## src/core/hssps_pkg.sv

```systemverilog
// Shared constants and carrier types for the hub strap and serial pin select block.
package hssps_pkg;

  // Strap levels and their meaning.
  localparam logic SERIAL_MODE_I2C = 1'h1;
  localparam logic SERIAL_MODE_SMBUS = 1'h0;
  localparam logic FULL_PM_ENABLED = 1'h0;
  localparam logic FULL_PM_UNSUPPORTED = 1'h1;

  // Pin levels.
  localparam logic OVERCURRENT_ASSERTED = 1'h0;
  localparam logic STATUS_ACTIVE = 1'h1;
  localparam logic OPEN_DRAIN_LOW = 1'h0;

  // Reset values of captured straps, matching the pad pulls.
  localparam logic SERIAL_MODE_RESET = 1'h1;
  localparam logic FULL_PM_RESET = 1'h0;

  // Default number of extra ganged over-current inputs besides port 4.
  localparam int OTHER_OC_INPUTS = 3;

  // Synchroniser depth.
  localparam int SYNC_STAGES = 2;

  typedef enum logic [0:0] {
    PH_STRAP,
    PH_RUN
  } hssps_phase_t;

  // Values latched once at reset release.
  typedef struct packed {
    logic i2cMode;
    logic fullPmN;
    logic smbAddrBit1;
  } hssps_strap_t;

  // One push-pull pin seen at a design port.
  typedef struct packed {
    logic out;
    logic oe;
  } hssps_pin_drive_t;

  // Over-current view handed to the hub core.
  typedef struct packed {
    logic port4Active;
    logic gangedActive;
    logic newEvent;
  } hssps_oc_t;

endpackage

```

## src/core/hssps_pin_select.sv

```systemverilog
// Strap capture, shared serial pin routing and status pin reuse for the hub.
`timescale 1ns/100ps
`default_nettype none
// Summary of operation
// - Port 4 over-current input low means event, high means none.
// - Ganged mode accepts over-current from any one wired input; unused inputs idle high.
// - Clock pin serves the I2C EEPROM when strap is 1, SMBus host when 0.
// - Data pin serves the I2C EEPROM when strap is 1, SMBus host when 0.
// - Serial mode strap sampled at reset release: 1 is I2C, 0 is SMBus.
// - With status output enabled, serial mode pin drives suspend status, 1 suspended.
// - Power-management strap sampled at release: 0 enables switching and over-current.
// - Power-management strap sampled 1 marks switching and over-current unsupported.
// - With status output enabled, power-management pin drives high on SuperSpeed link.
// - In SMBus mode the power-management strap level gives slave address bit 1.
module hssps_pin_select
  import hssps_pkg::*;
#(
  parameter int OTHER_OC = OTHER_OC_INPUTS
) (
  // Clock and reset.
  input wire logic clk,
  input wire logic rst_b,
  // Serial mode strap and suspend status pin.
  input wire logic serialModeSelectNIn,
  output logic serialModeSelectNOut,
  output logic serialModeSelectNOe,
  // Full power-management strap and SuperSpeed connection status pin.
  input wire logic fullPowerMgmtNIn,
  output logic fullPowerMgmtNOut,
  output logic fullPowerMgmtNOe,
  // Shared serial clock pin, open drain.
  input wire logic sharedSerialClockPinIn,
  output logic sharedSerialClockPinOut,
  output logic sharedSerialClockPinOe,
  // Shared serial data pin, open drain.
  input wire logic sharedSerialDataPinIn,
  output logic sharedSerialDataPinOut,
  output logic sharedSerialDataPinOe,
  // Over-current pins, active low.
  input wire logic port4OvercurrentN,
  input wire logic [OTHER_OC-1:0] portOvercurrentN,
  // EEPROM master side: pull-low requests and received pin levels.
  input wire logic eepromClkPullLow,
  input wire logic eepromDatPullLow,
  output logic eepromClkSeen,
  output logic eepromDatSeen,
  // SMBus slave side: pull-low requests and received pin levels.
  input wire logic smbusClkPullLow,
  input wire logic smbusDatPullLow,
  output logic smbusClkSeen,
  output logic smbusDatSeen,
  // Hub core status and configuration.
  input wire logic statusOutputEnable,
  input wire logic gangedEnable,
  input wire logic upstreamSsSuspended,
  input wire logic upstreamSsConnected,
  // Captured configuration.
  output logic strapsValid,
  output logic i2cModeSelected,
  output logic powerSwitchEnabled,
  output logic smbusAddrBit1Strap,
  // Over-current report, active high.
  output logic port4Overcurrent,
  output logic gangedOvercurrent,
  output logic overcurrentEvent
);

  if (OTHER_OC < 1) begin : g_bad_other_oc
    $error("hssps_pin_select needs at least one other over-current input");
  end

  typedef struct packed {
    hssps_phase_t phase;
    hssps_strap_t strap;
    hssps_oc_t oc;
    hssps_pin_drive_t modePin;
    hssps_pin_drive_t pmPin;
    logic eepromClk;
    logic eepromDat;
    logic smbusClk;
    logic smbusDat;
  } hssps_state_t;

  localparam int SYNC_W = 5 + OTHER_OC;

  hssps_state_t state_r;
  hssps_state_t state_nxt;
  logic [SYNC_W-1:0] pinsAsync;
  logic [SYNC_W-1:0] pinsSync;
  logic modeSync;
  logic pmSync;
  logic clkSync;
  logic datSync;
  logic oc4Sync;
  logic [OTHER_OC-1:0] ocOtherSync;

  // Over-current is only meaningful when power switching was strapped on.
  function automatic logic oc_active(input logic pinLevel, input logic pmN);
    oc_active = (pinLevel == OVERCURRENT_ASSERTED) && (pmN == FULL_PM_ENABLED);
  endfunction

  assign pinsAsync = {portOvercurrentN, port4OvercurrentN, sharedSerialDataPinIn,
                      sharedSerialClockPinIn, fullPowerMgmtNIn, serialModeSelectNIn};

  hssps_sync #(
    .WIDTH(SYNC_W)
  ) u_sync (
    .clk(clk),
    .asyncIn(pinsAsync),
    .syncOut(pinsSync)
  );

  assign modeSync = pinsSync[0];
  assign pmSync = pinsSync[1];
  assign clkSync = pinsSync[2];
  assign datSync = pinsSync[3];
  assign oc4Sync = pinsSync[4];
  assign ocOtherSync = pinsSync[SYNC_W-1:5];

  always_comb begin
    state_nxt = state_r;
    state_nxt.oc.newEvent = 1'h0;
    case (state_r.phase)
      PH_STRAP: begin
        // First cycle after release: the synchronised pins still carry the
        // pad levels because neither strap pin is driven during reset.
        state_nxt.strap.i2cMode = (modeSync == SERIAL_MODE_I2C);
        state_nxt.strap.fullPmN = pmSync;
        state_nxt.strap.smbAddrBit1 = pmSync;
        state_nxt.phase = PH_RUN;
      end
      PH_RUN: begin
        // Straps are left untouched here, so later pin reuse cannot alter them.
        state_nxt.oc.port4Active = oc_active(oc4Sync, state_r.strap.fullPmN);
        // Unwired inputs sit high through their pull-ups, so any single low
        // input reports the shared fault.
        state_nxt.oc.gangedActive = gangedEnable &&
          oc_active(oc4Sync & (&ocOtherSync), state_r.strap.fullPmN);
        state_nxt.oc.newEvent =
          (state_nxt.oc.port4Active && !state_r.oc.port4Active) ||
          (state_nxt.oc.gangedActive && !state_r.oc.gangedActive);
        state_nxt.modePin.oe = statusOutputEnable;
        state_nxt.modePin.out = upstreamSsSuspended ? STATUS_ACTIVE : ~STATUS_ACTIVE;
        state_nxt.pmPin.oe = statusOutputEnable;
        state_nxt.pmPin.out = upstreamSsConnected ? STATUS_ACTIVE : ~STATUS_ACTIVE;
      end
      default: begin
        state_nxt.phase = PH_STRAP;
      end
    endcase
    // Received levels go only to the side that owns the pins; the idle side
    // sees a released (high) bus so it never decodes stray traffic.
    state_nxt.eepromClk = state_r.strap.i2cMode ? clkSync : 1'h1;
    state_nxt.eepromDat = state_r.strap.i2cMode ? datSync : 1'h1;
    state_nxt.smbusClk = state_r.strap.i2cMode ? 1'h1 : clkSync;
    state_nxt.smbusDat = state_r.strap.i2cMode ? 1'h1 : datSync;
  end

  always_ff @(posedge clk) begin
    if (!rst_b) begin
      state_r.phase <= PH_STRAP;
      state_r.strap.i2cMode <= SERIAL_MODE_RESET;
      state_r.strap.fullPmN <= FULL_PM_RESET;
      state_r.strap.smbAddrBit1 <= FULL_PM_RESET;
      state_r.oc <= '0;
      state_r.modePin <= '0;
      state_r.pmPin <= '0;
      state_r.eepromClk <= 1'h1;
      state_r.eepromDat <= 1'h1;
      state_r.smbusClk <= 1'h1;
      state_r.smbusDat <= 1'h1;
    end else begin
      state_r <= state_nxt;
    end
  end

  // Shared pins are open drain: they only ever pull low, and only for the
  // side that the strap selected. Nothing drives them before capture.
  always_comb begin
    sharedSerialClockPinOut = OPEN_DRAIN_LOW;
    sharedSerialDataPinOut = OPEN_DRAIN_LOW;
    sharedSerialClockPinOe = 1'h0;
    sharedSerialDataPinOe = 1'h0;
    if (state_r.phase == PH_RUN) begin
      if (state_r.strap.i2cMode) begin
        sharedSerialClockPinOe = eepromClkPullLow;
        sharedSerialDataPinOe = eepromDatPullLow;
      end else begin
        sharedSerialClockPinOe = smbusClkPullLow;
        sharedSerialDataPinOe = smbusDatPullLow;
      end
    end
  end

  assign serialModeSelectNOut = state_r.modePin.out;
  assign serialModeSelectNOe = state_r.modePin.oe;
  assign fullPowerMgmtNOut = state_r.pmPin.out;
  assign fullPowerMgmtNOe = state_r.pmPin.oe;

  assign eepromClkSeen = state_r.eepromClk;
  assign eepromDatSeen = state_r.eepromDat;
  assign smbusClkSeen = state_r.smbusClk;
  assign smbusDatSeen = state_r.smbusDat;

  assign strapsValid = (state_r.phase == PH_RUN);
  assign i2cModeSelected = state_r.strap.i2cMode;
  assign powerSwitchEnabled = (state_r.strap.fullPmN == FULL_PM_ENABLED);
  // The address bit only means something on the SMBus side.
  assign smbusAddrBit1Strap = state_r.strap.smbAddrBit1 & ~state_r.strap.i2cMode;

  assign port4Overcurrent = state_r.oc.port4Active;
  assign gangedOvercurrent = state_r.oc.gangedActive;
  assign overcurrentEvent = state_r.oc.newEvent;

endmodule
`default_nettype wire

```

## src/core/hssps_sync.sv

```systemverilog
// Two-flop synchroniser for asynchronous pin levels.
`timescale 1ns/100ps
`default_nettype none
module hssps_sync #(
  parameter int WIDTH = 1
) (
  // Clock.
  input wire logic clk,
  // Asynchronous levels in, synchronised levels out.
  input wire logic [WIDTH-1:0] asyncIn,
  output logic [WIDTH-1:0] syncOut
);

  logic [WIDTH-1:0] stage1_r;
  logic [WIDTH-1:0] stage2_r;

  if (WIDTH < 1) begin : g_bad_width
    $error("hssps_sync needs WIDTH of at least one");
  end

  // No reset here: the pins must already be settled through both stages when
  // reset is released, so the strap capture sees a clean level.
  always_ff @(posedge clk) begin
    stage1_r <= asyncIn;
    stage2_r <= stage1_r;
  end

  assign syncOut = stage2_r;

endmodule
`default_nettype wire

```

## config.mk

```make
export PLATFORM = sky130hd
export DESIGN_NAME = hssps_pin_select
export DESIGN_NICKNAME = d
export VERILOG_FILES = /design/src/core/hssps_pkg.sv /design/src/core/hssps_pin_select.sv /design/src/core/hssps_sync.sv
export SDC_FILE = /design/constraint.sdc
export NUM_CORES = 1
export LEC_CHECK = 0
export BUFFER_PORTS_ARGS = -buffer_cell sky130_fd_sc_hd__buf_4
export CAP_MARGIN = 20
export CORE_MARGIN = 2
export CORE_UTILIZATION = 40
export DETAILED_ROUTE_END_ITERATION = 8
export HOLD_SLACK_MARGIN = 0.05
export PLACE_DENSITY = 0.72
export SETUP_SLACK_MARGIN = 0.5
export SLEW_MARGIN = 20
export SYNTH_ARGS = -nofsm -noshare
export SYNTH_HDL_FRONTEND = slang
export SYNTH_SLANG_ARGS = --single-unit
```

## constraint.sdc

```tcl
create_clock -name clk -period 0.9 [get_ports clk]
set_input_delay 0.135 -clock clk [delete_from_list [all_inputs] [get_ports clk]]
set_output_delay 0.135 -clock clk [all_outputs]
set_load 0.03 [all_outputs]
```

## After elaboration in Yosys (flattened, before gate mapping)

Index checks and enable logic that the tools add are counted.

- Register bits after elaboration: 29
- Input port bits: 18
- Output and inout bits: 19
- Word-level logic and storage cells: 40

- Muxes and demuxes: 6
- Bitwise operators: 7
- Reductions and logical operators: 12

Operators by type and width:

| kind | number |
|---|---|
| 1-bit 2-to-1 mux | 6 |
| 1-bit logical AND | 5 |
| 1-bit NOT | 5 |
| 2-bit AND reduction | 2 |
| 3-bit AND reduction | 1 |
| 1-bit bitwise AND | 2 |
| 1-bit logical NOT | 2 |
| 2-bit OR reduction | 1 |
| 1-bit logical OR | 1 |

## Depth between registers and ports, before layout

Gate-level depths: netlist of the first run.

- Depth in word-level cells: 7
- Gate-level depth with buffers: 3

## Hierarchy

From an unflattened synthesis of the first run, not the netlist that was laid out.

- Cells, all modules: 68
- Area total of the unflattened synthesis: 854.6 um2

By module, submodules not included:

| module | instances | cells an instance | area an instance (um2) |
|---|---|---|---|
| hssps_pin_select | 1 | 52 | 534.3 |
| hssps_sync | 1 | 16 | 320.3 |

## Worst setup path before layout of the first run

OpenSTA, ideal clock, no wires.

- Kind: flip-flop to output port
- Start point: register state_r (netlist bit strapsValid)
- End point: output sharedSerialClockPinOe
- Arrival: 1.196 ns
- Slack: -0.431 ns
- Stages on the path, launching flop included: 3
- Path buffers: 1
- Path through: dfxtp_1 buf_6 nor2b_1

- Cells in the longest elaborated chain, start to end: 1

RTL lines:

| element | line | source |
|---|---|---|
| from (decl) | hssps_pin_select.sv:86 | `hssps_state_t state_r;` |
| from (signal assigned) | hssps_pin_select.sv:173 | `state_r <= state_nxt;` |
| 1-bit 2-to-1 mux | hssps_pin_select.sv:184 | `if (state_r.phase == PH_RUN) begin` |
| to (decl) | hssps_pin_select.sv:34 | `output logic sharedSerialClockPinOe,` |

No other way between the ends.

## Worst setup path in the final report of the first run

- Start point: register state_r (netlist bit i2cModeSelected)
- End point: output sharedSerialClockPinOe

- Cells in the longest elaborated chain, start to end: 2

RTL lines:

| element | line | source |
|---|---|---|
| 1-bit 2-to-1 mux | hssps_pin_select.sv:185 | `if (state_r.strap.i2cMode) begin` |
| 1-bit 2-to-1 mux | hssps_pin_select.sv:184 |  |

No other way between the ends.

==> key figures, run 1 <==
Status
  • Status: complete, but fails checks
  • Failing checks: negative hold slack, negative setup slack

Clocking
  • Clock Path Buffers: 2
  • Reg clk slew, reported paths: ~0.080 ns
  • CTS tree: yes
  • H-Tree Depth: 2
  • Clock sink total: 29
  • Root Buffer: clkbuf_4
  • Total CTS buffers: 5
  • Worst-Skew Late Latency: ~0.32 ns

Place
  • Port Buffers: 34
  • Inst Count DP: about 130
  • Hpwl dp: around 930 um
  • GPL Wtd Cong: 0.592
  • Area after DPL: 1190 um^2

Floorplan
  • Die Height: ~50 um
  • Core region area: around 2000 um^2
  • I/O Pins: 37
  • Row count: 16
  • Die X-Extent: between 50 and 60 um
  • Die ar.: roughly 2500 um^2
  • Initial core utilization: 0.431

Global routing
  • GRT Overall Usage: 0.161
  • Pin count of the biggest net entering global routing: 14
  • Initial antenna violation count: 0
  • Total gr overflow: 0
  • Gr busiest metal: met2
  • Met1 usage: 0.168
  • Vias in the first global route: slightly above 600
  • Global-route wire length before repair: between 2000 and 3000 um
  • Met2 Use GR: 0.250
  • Met3 usage: 0.0893

Detailed routing
  • Wire per inst: between 10 and 15 um
  • DRT Pass-1 Iters: 3
  • DRC Markers: 0
  • Via count: 618
  • Initial DRC count: 4
  • Final wirelength: 1740 um
  • Vias/cell: about 4.4
  • Post-route ant nets: 0

Synth
  • Synthesized area: approximately 850 um^2
  • Area leader, netlist: dfxtp_1
  • Post-synth EDFFs: 0
  • Ys async rst share: 0
  • Synth Instances: approximately 70
  • Post-Syn Area per Cell: about 13 um^2
  • Yosys reg bits: 29
  • Primary FF master, synth: dfxtp_1
  • Synth warnings: 0
  • Commonest cells post-synth: dfxtp_1, mux2i_1, nor2b_1, nor2_1, buf_4
  • Most numerous cell in the Yosys netlist: dfxtp_1
  • Synth top area share: 0.679
  • Synth top area cells: dfxtp_1, mux2i_1, nor2b_1
  • Sequential element share of the synthesized area: 0.679
  • Count of cell types in the netlist: 17

Final layout
  • Fraction of layout cells with a size suffix above 1: 0.678
  • Post-route insts no fill: roughly 140
  • Final #Nets: around 130
  • Design area: roughly 1500 um^2
  • Layout area overhead: 73.2%
  • Ant diodes: 0
  • Final core occ: 0.747

Worst setup path
  • Largest stage delay, worst path: roughly 0.41 ns
  • Worst r2r src: i2cModeSelected
  • R2r worst-path depth: 3
  • CP Max Fanout: 3
  • RR Endpoint: smbusDatSeen
  • Worst EP required: about 0.76 ns
  • Slowest-stage cell, CP: dfxtp_4
  • Arrival time at the worst endpoint: roughly 1.2 ns
  • Worst setup EP type: primary output
  • R2R Setup Slk: -0.17 ns
  • Worst-path cell chain: mux2i_4 > nor2b_4 > buf_6
  • CP Class: reg2out
  • Startpoint types: flop

Worst hold path
  • Hold-critical path depth: 1
  • Worst min path class: in2reg
  • Worst Hold Launch: serialModeSelectNIn
  • WHS Endpoint: u_sync.stage1_r[0]

Timing
  • Fin crit period: 1.31 ns
  • RSZ-0062 raised after global routing: true
  • Final Worst Setup Slack: -0.408 ns
  • Period utilisation layout: 1.45
  • Worst Skew: ~0.0053 ns
  • Worst hold slack: -0.0896 ns
  • Maximum clock rate: 765 MHz
  • Max-slew violations: 0
  • Final Hold Viols: 8
  • Final setup viols: 24
  • Setup TNS: -2.65 ns

Flow run
  • # Max-Cap Violations: 0

Power and ir drop
  • Power per cell area: 1810 nW/um^2
  • Leak pwr: approximately 0.65 nW
  • Total power: 2.68 mW
  • Peak supply drop: about 1.3 mV
cell families after synthesis:
kind of cell / share of synthesized area
other: 0.00439
and+or+nand+nor: 0.143
buffers and inverters: 0.0629
muxes: 0.0937
DFF: 0.679
AOI/OAI and AO/OA: 0.0161
repair_timing:
action	4_1_cts	5_1_grt
hold endpoints to repair	10	9
endpoints found under the setup margin	29	35
gates resized for setup	31	6
buffers inserted	8	1
pin swaps	2	1
stage by stage:
step           setup slack, ns  hold slack [ns]
2_1_floorplan           -0.103            0.163
3_3_place_gp           -0.0647            0.239
3_5_place_dp           -0.0778            0.241
4_1_cts                 -0.423           -0.107
5_1_grt                 -0.455           -0.127
6_report                -0.408          -0.0896
worst max-delay path by stage:
stage,start,cells past startpoint,endpoint,slack (ns)
2_1_floorplan,i2cModeSelected,3,sharedSerialClockPinOe,-0.10
3_3_place_gp,i2cModeSelected,3,sharedSerialClockPinOe,-0.06
3_5_place_dp,i2cModeSelected,3,sharedSerialClockPinOe,-0.08
5_1_grt,i2cModeSelected,3,sharedSerialClockPinOe,-0.46
4_1_cts,i2cModeSelected,3,sharedSerialClockPinOe,-0.42
6_report,i2cModeSelected,3,sharedSerialClockPinOe,-0.41
power by group:
part | switching (mW) | leakage, nW | internal [mW]
Clock | 0.423 | 0.0413 | 0.452
Sequential | 0.0411 | 0.248 | 1.34
Combinational | 0.197 | 0.363 | 0.235
cell usage in the layout, fill, tap and decap left out, types with 2 or more instances in the layout:
cell type,instances
nand3b_1,2
buf_4,19
mux2i_4,2
clkbuf_8,2
nor2b_1,5
dfxtp_4,13
mux2i_1,5
conb_1,2
clkbuf_4,5
dfxtp_1,15
nor2b_4,2
nand4_1,2
or3b_1,2
buf_6,23
nor2_2,2
nand2_1,2
final cells by class:
cell class	count	area, um^2
Clock buffer	7	65.1
Inverter	1	6.26
Sequential cell	29	631
Timing Repair Buffer	44	437
Tap cell	27	33.8
Fill cell	134	502
Clock inverter	1	5.00
Multi-Input combinational cell	33	303
layer usage:
layer / vias to the layer above / part of all wire
met5: - / 0
met4: 0 / 0.023
met3: 6 / 0.085
met2: 28 / 0.51
met1: 275 / 0.38
li1: 309 / -
sequential cells by signal, indices dropped and copies added, names as in the netlist:
register,cells
u_sync.stage1_r,8
u_sync.syncOut,8
eepromClkSeen,1
eepromDatSeen,1
fullPowerMgmtNOe,1
fullPowerMgmtNOut,1
gangedOvercurrent,1
i2cModeSelected,1
overcurrentEvent,1
port4Overcurrent,1
serialModeSelectNOut,1
smbusClkSeen,1
smbusDatSeen,1
state_r,1
strapsValid,1
worst max-delay path: cells and delay by family (launching register included):
| family | cells | cell delay [ns] |
|---|---|---|
| buf+inv | 1 | 0.13 |
| flops | 1 | 0.41 |
| mux | 1 | 0.26 |
| simple gates | 1 | 0.05 |
(Power assumes the default switching activity.)
==> run 2, diff against run 1 <==
CTS_BUF_LIST = sky130_fd_sc_hd__clkbuf_16   (was unset)
==> key figures, run 2 (same netlist as run 1, synthesis figures left out) <==
Clocking
  • Reg clk slew, reported paths: 0.05 ns
  • H-Tree Depth: 2
  • Total CTS buffers: 5
  • Clock sink total: 29
  • CTS tree: yes
  • Clock Path Buffers: 2
  • Root Buffer: clkbuf_16
  • Worst-Skew Late Latency: approximately 0.26 ns

Floorplan
  • Die ar.: roughly 2500 um^2
  • Row count: 16
  • I/O Pins: 37
  • Die Height: about 50 um
  • Initial core utilization: 0.431
  • Core region area: between 1500 and 2000 um^2
  • Die X-Extent: ~50 um

Timing
  • Worst Skew: about 0.0011 ns
  • Max-slew violations: 0
  • Period utilisation layout: 1.40
  • Worst hold slack: -0.0285 ns
  • Final Hold Viols: 8
  • Final setup viols: 11
  • Final Worst Setup Slack: -0.361 ns
  • RSZ-0062 raised after global routing: true
  • Fin crit period: ~1.3 ns
  • Maximum clock rate: around 790 MHz

Power and ir drop
  • Sequential share of power: 0.419
  • Leak pwr: roughly 0.68 nW
  • Comb pwr share: 0.130
  • Peak supply drop: about 1.8 mV
  • Power per cell area: approximately 2100 nW/um^2
  • Net switching power: approximately 0.74 mW
  • Internal power: 2.57 mW
  • Clock power frac: 0.451
  • Sw frac: 0.222

Final layout
  • Ant diodes: 0
  • Area of the multi-input gates: 299 um^2
  • Final core occ: 0.784
  • Storage element area: approximately 630 um^2
  • Layout area overhead: 81.8%
  • Fillers: between 100 and 150
  • Design area: 1550 um^2
  • Fraction of layout cells with a size suffix above 1: 0.670
  • Most frequent cells in the layout: buf_6, buf_4, dfxtp_4, dfxtp_1, mux2i_1
  • Final #Nets: between 100 and 150
  • Most common cell after layout, fill and taps aside: buf_6

Worst setup path
  • Top Family by Delay on Critical Path: flip-flops
  • Slowest-stage cell, CP: dfxtp_4
  • Startpoint types: flop
  • Worst EP required: 0.76 ns
  • Worst setup EP type: primary output
  • Arrival time at the worst endpoint: 1.13 ns
  • Largest stage delay, worst path: roughly 0.40 ns
  • CP Class: reg2out
  • CP Max Fanout: 3
  • Worst-path cell chain: mux2i_4 > nor2b_4 > buf_6
  • CP bufs+invs: 1

Status
  • Failing checks: negative hold slack, negative setup slack
  • Status: complete, but fails checks

Detailed routing
  • Via count: a little over 600
  • DRT Pass-1 Iters: 3
  • Post-route ant nets: 0
  • Initial DRC count: 2
  • DRC Markers: 0
  • Final wirelength: approximately 1800 um
  • Wire per inst: between 10 and 15 um
  • Vias/cell: 4.39

Global routing
  • Pin count of the biggest net entering global routing: 14
  • Global-route wire length before repair: 2860 um
  • Initial antenna violation count: 0
  • Vias in the first global route: about 650
  • Total gr overflow: 0
  • GRT Overall Usage: 0.161

Worst hold path
  • Worst min path class: in2reg

Place
  • Area after DPL: 1190 um^2
  • GPL Wtd Cong: around 0.6
  • Hpwl dp: 933 um
  • Port Buffers: 34

Flow run
  • # Max-Cap Violations: 0
run 2: path summary, 6_finish.rpt:
path,startpoint,to,slack (ns),depth (start not counted)
max reg2reg,i2cModeSelected,smbusDatSeen,-0.17,3
min,portOvercurrentN[2],u_sync.stage1_r[7],-0.03,1
max,i2cModeSelected,sharedSerialDataPinOe,-0.36,3
min reg2reg,u_sync.stage1_r[5],u_sync.syncOut[5],0.32,0
run 2: power groups by stage:
stage          combinational (mW)  sequential, mW  clock (mW)
2_1_floorplan               0.147            1.45           0
6_report                    0.431            1.39        1.49
5_1_grt                     0.456            1.39        1.61
4_1_cts                     0.413            1.38        1.54
3_5_place_dp                0.311            1.41           0
3_3_place_gp                0.308            1.41           0
run 2: timing repair:
action                                 in CTS  in global routing
endpoints found under the hold margin       8                  8
setup endpoints to repair                  29                 33
setup buffers                               8                  1
resized for setup                          33                  7
pin swaps                                   2                  2
run 2: final cells by class:
| class | count | area share |
|---|---|---|
| Clock inverter | 3 | 0.00805 |
| Inverter | 1 | 0.00403 |
| Timing Repair Buffer | 44 | 0.286 |
| Sequential cell | 29 | 0.407 |
| Clock buffer | 5 | 0.0805 |
| Multi-Input combinational cell | 33 | 0.192 |
| Tap cell | 27 | 0.0217 |
run 2: through the flow:
step                      TNS, ns  setup WS, ns  std cells  total power [mW]
final                       -1.64        -0.361        142              3.31
after global routing        -2.11        -0.393        142              3.45
after CTS                   -1.55        -0.349        141              3.33
after detailed placement   -0.211       -0.0778        125              1.72
after global placement     -0.179       -0.0647        125              1.71
after floorplan            -0.311        -0.103         69              1.60
run 2: per-layer routing:
metal	up-vias	track usage	routed length, um
met4	0	0.0787	0
li1	309	-	-
met5	-	0	0
met2	25	0.274	974
met1	289	0.154	678
met3	0	0.0923	120
==> run 3, diff against run 2 <==
--- a/config.mk
+++ b/config.mk
@@ -8,10 +8,13 @@
 export BUFFER_PORTS_ARGS = -buffer_cell sky130_fd_sc_hd__buf_4
 export CAP_MARGIN = 20
+export CELL_PAD_IN_SITES_DETAIL_PLACEMENT = 1
+export CELL_PAD_IN_SITES_GLOBAL_PLACEMENT = 1
+export CORE_ASPECT_RATIO = 2
 export CORE_MARGIN = 2
-export CORE_UTILIZATION = 40
+export CORE_UTILIZATION = 30
 export CTS_BUF_LIST = sky130_fd_sc_hd__clkbuf_16
 export DETAILED_ROUTE_END_ITERATION = 8
 export HOLD_SLACK_MARGIN = 0.05
-export PLACE_DENSITY = 0.72
+export PLACE_DENSITY_LB_ADDON = 0.1
 export SETUP_SLACK_MARGIN = 0.5
 export SLEW_MARGIN = 20
==> constraint.sdc (replaced) <==
create_clock -name clk -period 0.9 [get_ports clk]
set_input_delay 0.09 -clock clk [delete_from_list [all_inputs] [get_ports clk]]
set_output_delay 0.09 -clock clk [all_outputs]
set_load 0.03 [all_outputs]
==> key figures, run 3 (same netlist as run 1, synthesis figures left out) <==
Clocking
  • Root Buffer: clkbuf_16
  • Clock Path Buffers: 2
  • Total CTS buffers: 5
  • Worst-Skew Late Latency: 0.27 ns
  • Reg clk slew, reported paths: about 0.050 ns
  • CTS tree: yes
  • H-Tree Depth: 2
  • Clock sink total: 29

Timing
  • Fin crit period: between 1 and 1.5 ns
  • Final Worst Setup Slack: -0.293 ns
  • Period utilisation layout: 1.33
  • Worst Skew: about 0.0035 ns
  • Final Hold Viols: 8
  • Final setup viols: 8
  • Worst hold slack: -0.0795 ns
  • Maximum clock rate: roughly 840 MHz
  • RSZ-0062 raised after global routing: true
  • Max-slew violations: 0

Floorplan
  • I/O Pins: 37
  • Die ar.: roughly 3300 um^2
  • Row count: 27
  • Core region area: between 2000 and 3000 um^2
  • Initial core utilization: 0.312
  • Die Height: a little under 80 um
  • Die X-Extent: roughly 42 um

Power and ir drop
  • Sequential share of power: 0.416
  • Peak supply drop: approximately 1.8 mV
  • Internal power: roughly 2.6 mW
  • Leak pwr: 0.662 nW
  • Comb pwr share: 0.122
  • Sw frac: 0.228
  • Power per cell area: about 2200 nW/um^2
  • Clock power frac: 0.462
  • Total power: between 3 and 4 mW
  • Net switching power: 0.759 mW

Final layout
  • Most frequent cells in the layout: buf_4, buf_6, dfxtp_4
  • Fraction of layout cells with a size suffix above 1: 0.688
  • Fillers: around 290
  • Ant diodes: 0
  • Final #Nets: 129
  • Layout area overhead: 77.5%
  • Final core occ: 0.554

Worst setup path
  • CP Max Fanout: 4
  • Worst EP required: 0.81 ns
  • Startpoint types: flop
  • Worst setup EP type: primary output
  • CP Class: reg2out
  • Arrival time at the worst endpoint: 1.10 ns

Global routing
  • Met2 Use GR: 0.217
  • Initial antenna violation count: 0
  • Met1 usage: 0.108
  • Gr busiest metal: met2
  • GRT Overall Usage: 0.122
  • Global-route wire length before repair: around 3000 um
  • Pin count of the biggest net entering global routing: 14
  • Vias in the first global route: between 600 and 700
  • Total gr overflow: 0
  • Met3 usage: 0.0452

Place
  • Hpwl dp: about 1200 um
  • GPL Wtd Cong: ~0.67
  • Port Buffers: 34

Detailed routing
  • Post-route ant nets: 0
  • Initial DRC count: 8
  • DRT Pass-1 Iters: 2
  • Final wirelength: ~1800 um
  • DRC Markers: 0
  • Wire per inst: roughly 13 um
  • Vias/cell: approximately 4.5
  • Via count: around 630

Worst hold path
  • Worst min path class: in2reg

Status
  • Status: complete, but fails checks
  • Failing checks: negative hold slack, negative setup slack

Flow run
  • # Max-Cap Violations: 0
==> run 3: power by group through the flow <==
stage / sequential (mW) / clock [mW] / combinational, mW
global placement: 1.41 / 0 / 0.300
floorplan: 1.45 / 0 / 0.147
detailed placement: 1.41 / 0 / 0.305
CTS: 1.38 / 1.58 / 0.395
finish: 1.38 / 1.54 / 0.405
global route: 1.39 / 1.66 / 0.431
==> run 3: stage by stage <==
step | cell area, um^2 | std cells | worst slack, ns | TNS (ns)
after global routing | 1520 | 141 | -0.324 | -1.62
after global placement | 1180 | 127 | -0.0507 | -0.100
after floorplan | 936 | 69 | -0.0577 | -0.218
after detailed placement | 1180 | 127 | -0.0744 | -0.139
final | 1520 | 141 | -0.293 | -1.20
after CTS | 1490 | 141 | -0.298 | -1.24
==> run 3: worst paths after layout <==
path	from	to	slack, ns	cells after the start
setup reg to reg	i2cModeSelected	smbusDatSeen	-0.08	2
hold reg to reg	u_sync.stage1_r[4]	u_sync.syncOut[4]	0.32	0
setup / recovery	i2cModeSelected	sharedSerialClockPinOe	-0.29	3
hold / removal	portOvercurrentN[1]	u_sync.stage1_r[6]	-0.08	1
==> run 3: metal layers <==
layer,part of all wire,up-vias
met5,0,-
met4,0.024,0
li1,-,301
met1,0.30,299
met3,0.053,5
met2,0.62,27
==> run 3: what timing repair did <==
| item | 4_1_cts | 5_1_grt |
|---|---|---|
| hold endpoints to repair | 9 | 9 |
| gates resized for setup | 29 | 9 |
| setup buffers | 6 | 0 |
| setup endpoints to repair | 29 | 34 |
| pin swaps | 0 | 7 |
==> run 3: final cells by class <==
type                            count  area (um^2)  area share
Timing Repair Buffer               41          390       0.257
Clock inverter                      3         16.3      0.0107
Multi-Input combinational cell     33          305       0.201
Tap cell                           29         36.3      0.0239
Sequential cell                    29          637       0.420
Clock buffer                        5          125      0.0825
Inverter                            1         6.26     0.00413
==> run 3: critical path, cell delays in order (launching register included) <==
cell     delay, ns
dfxtp_4       0.39
mux2i_4       0.25
nor2b_4       0.06
buf_6         0.13
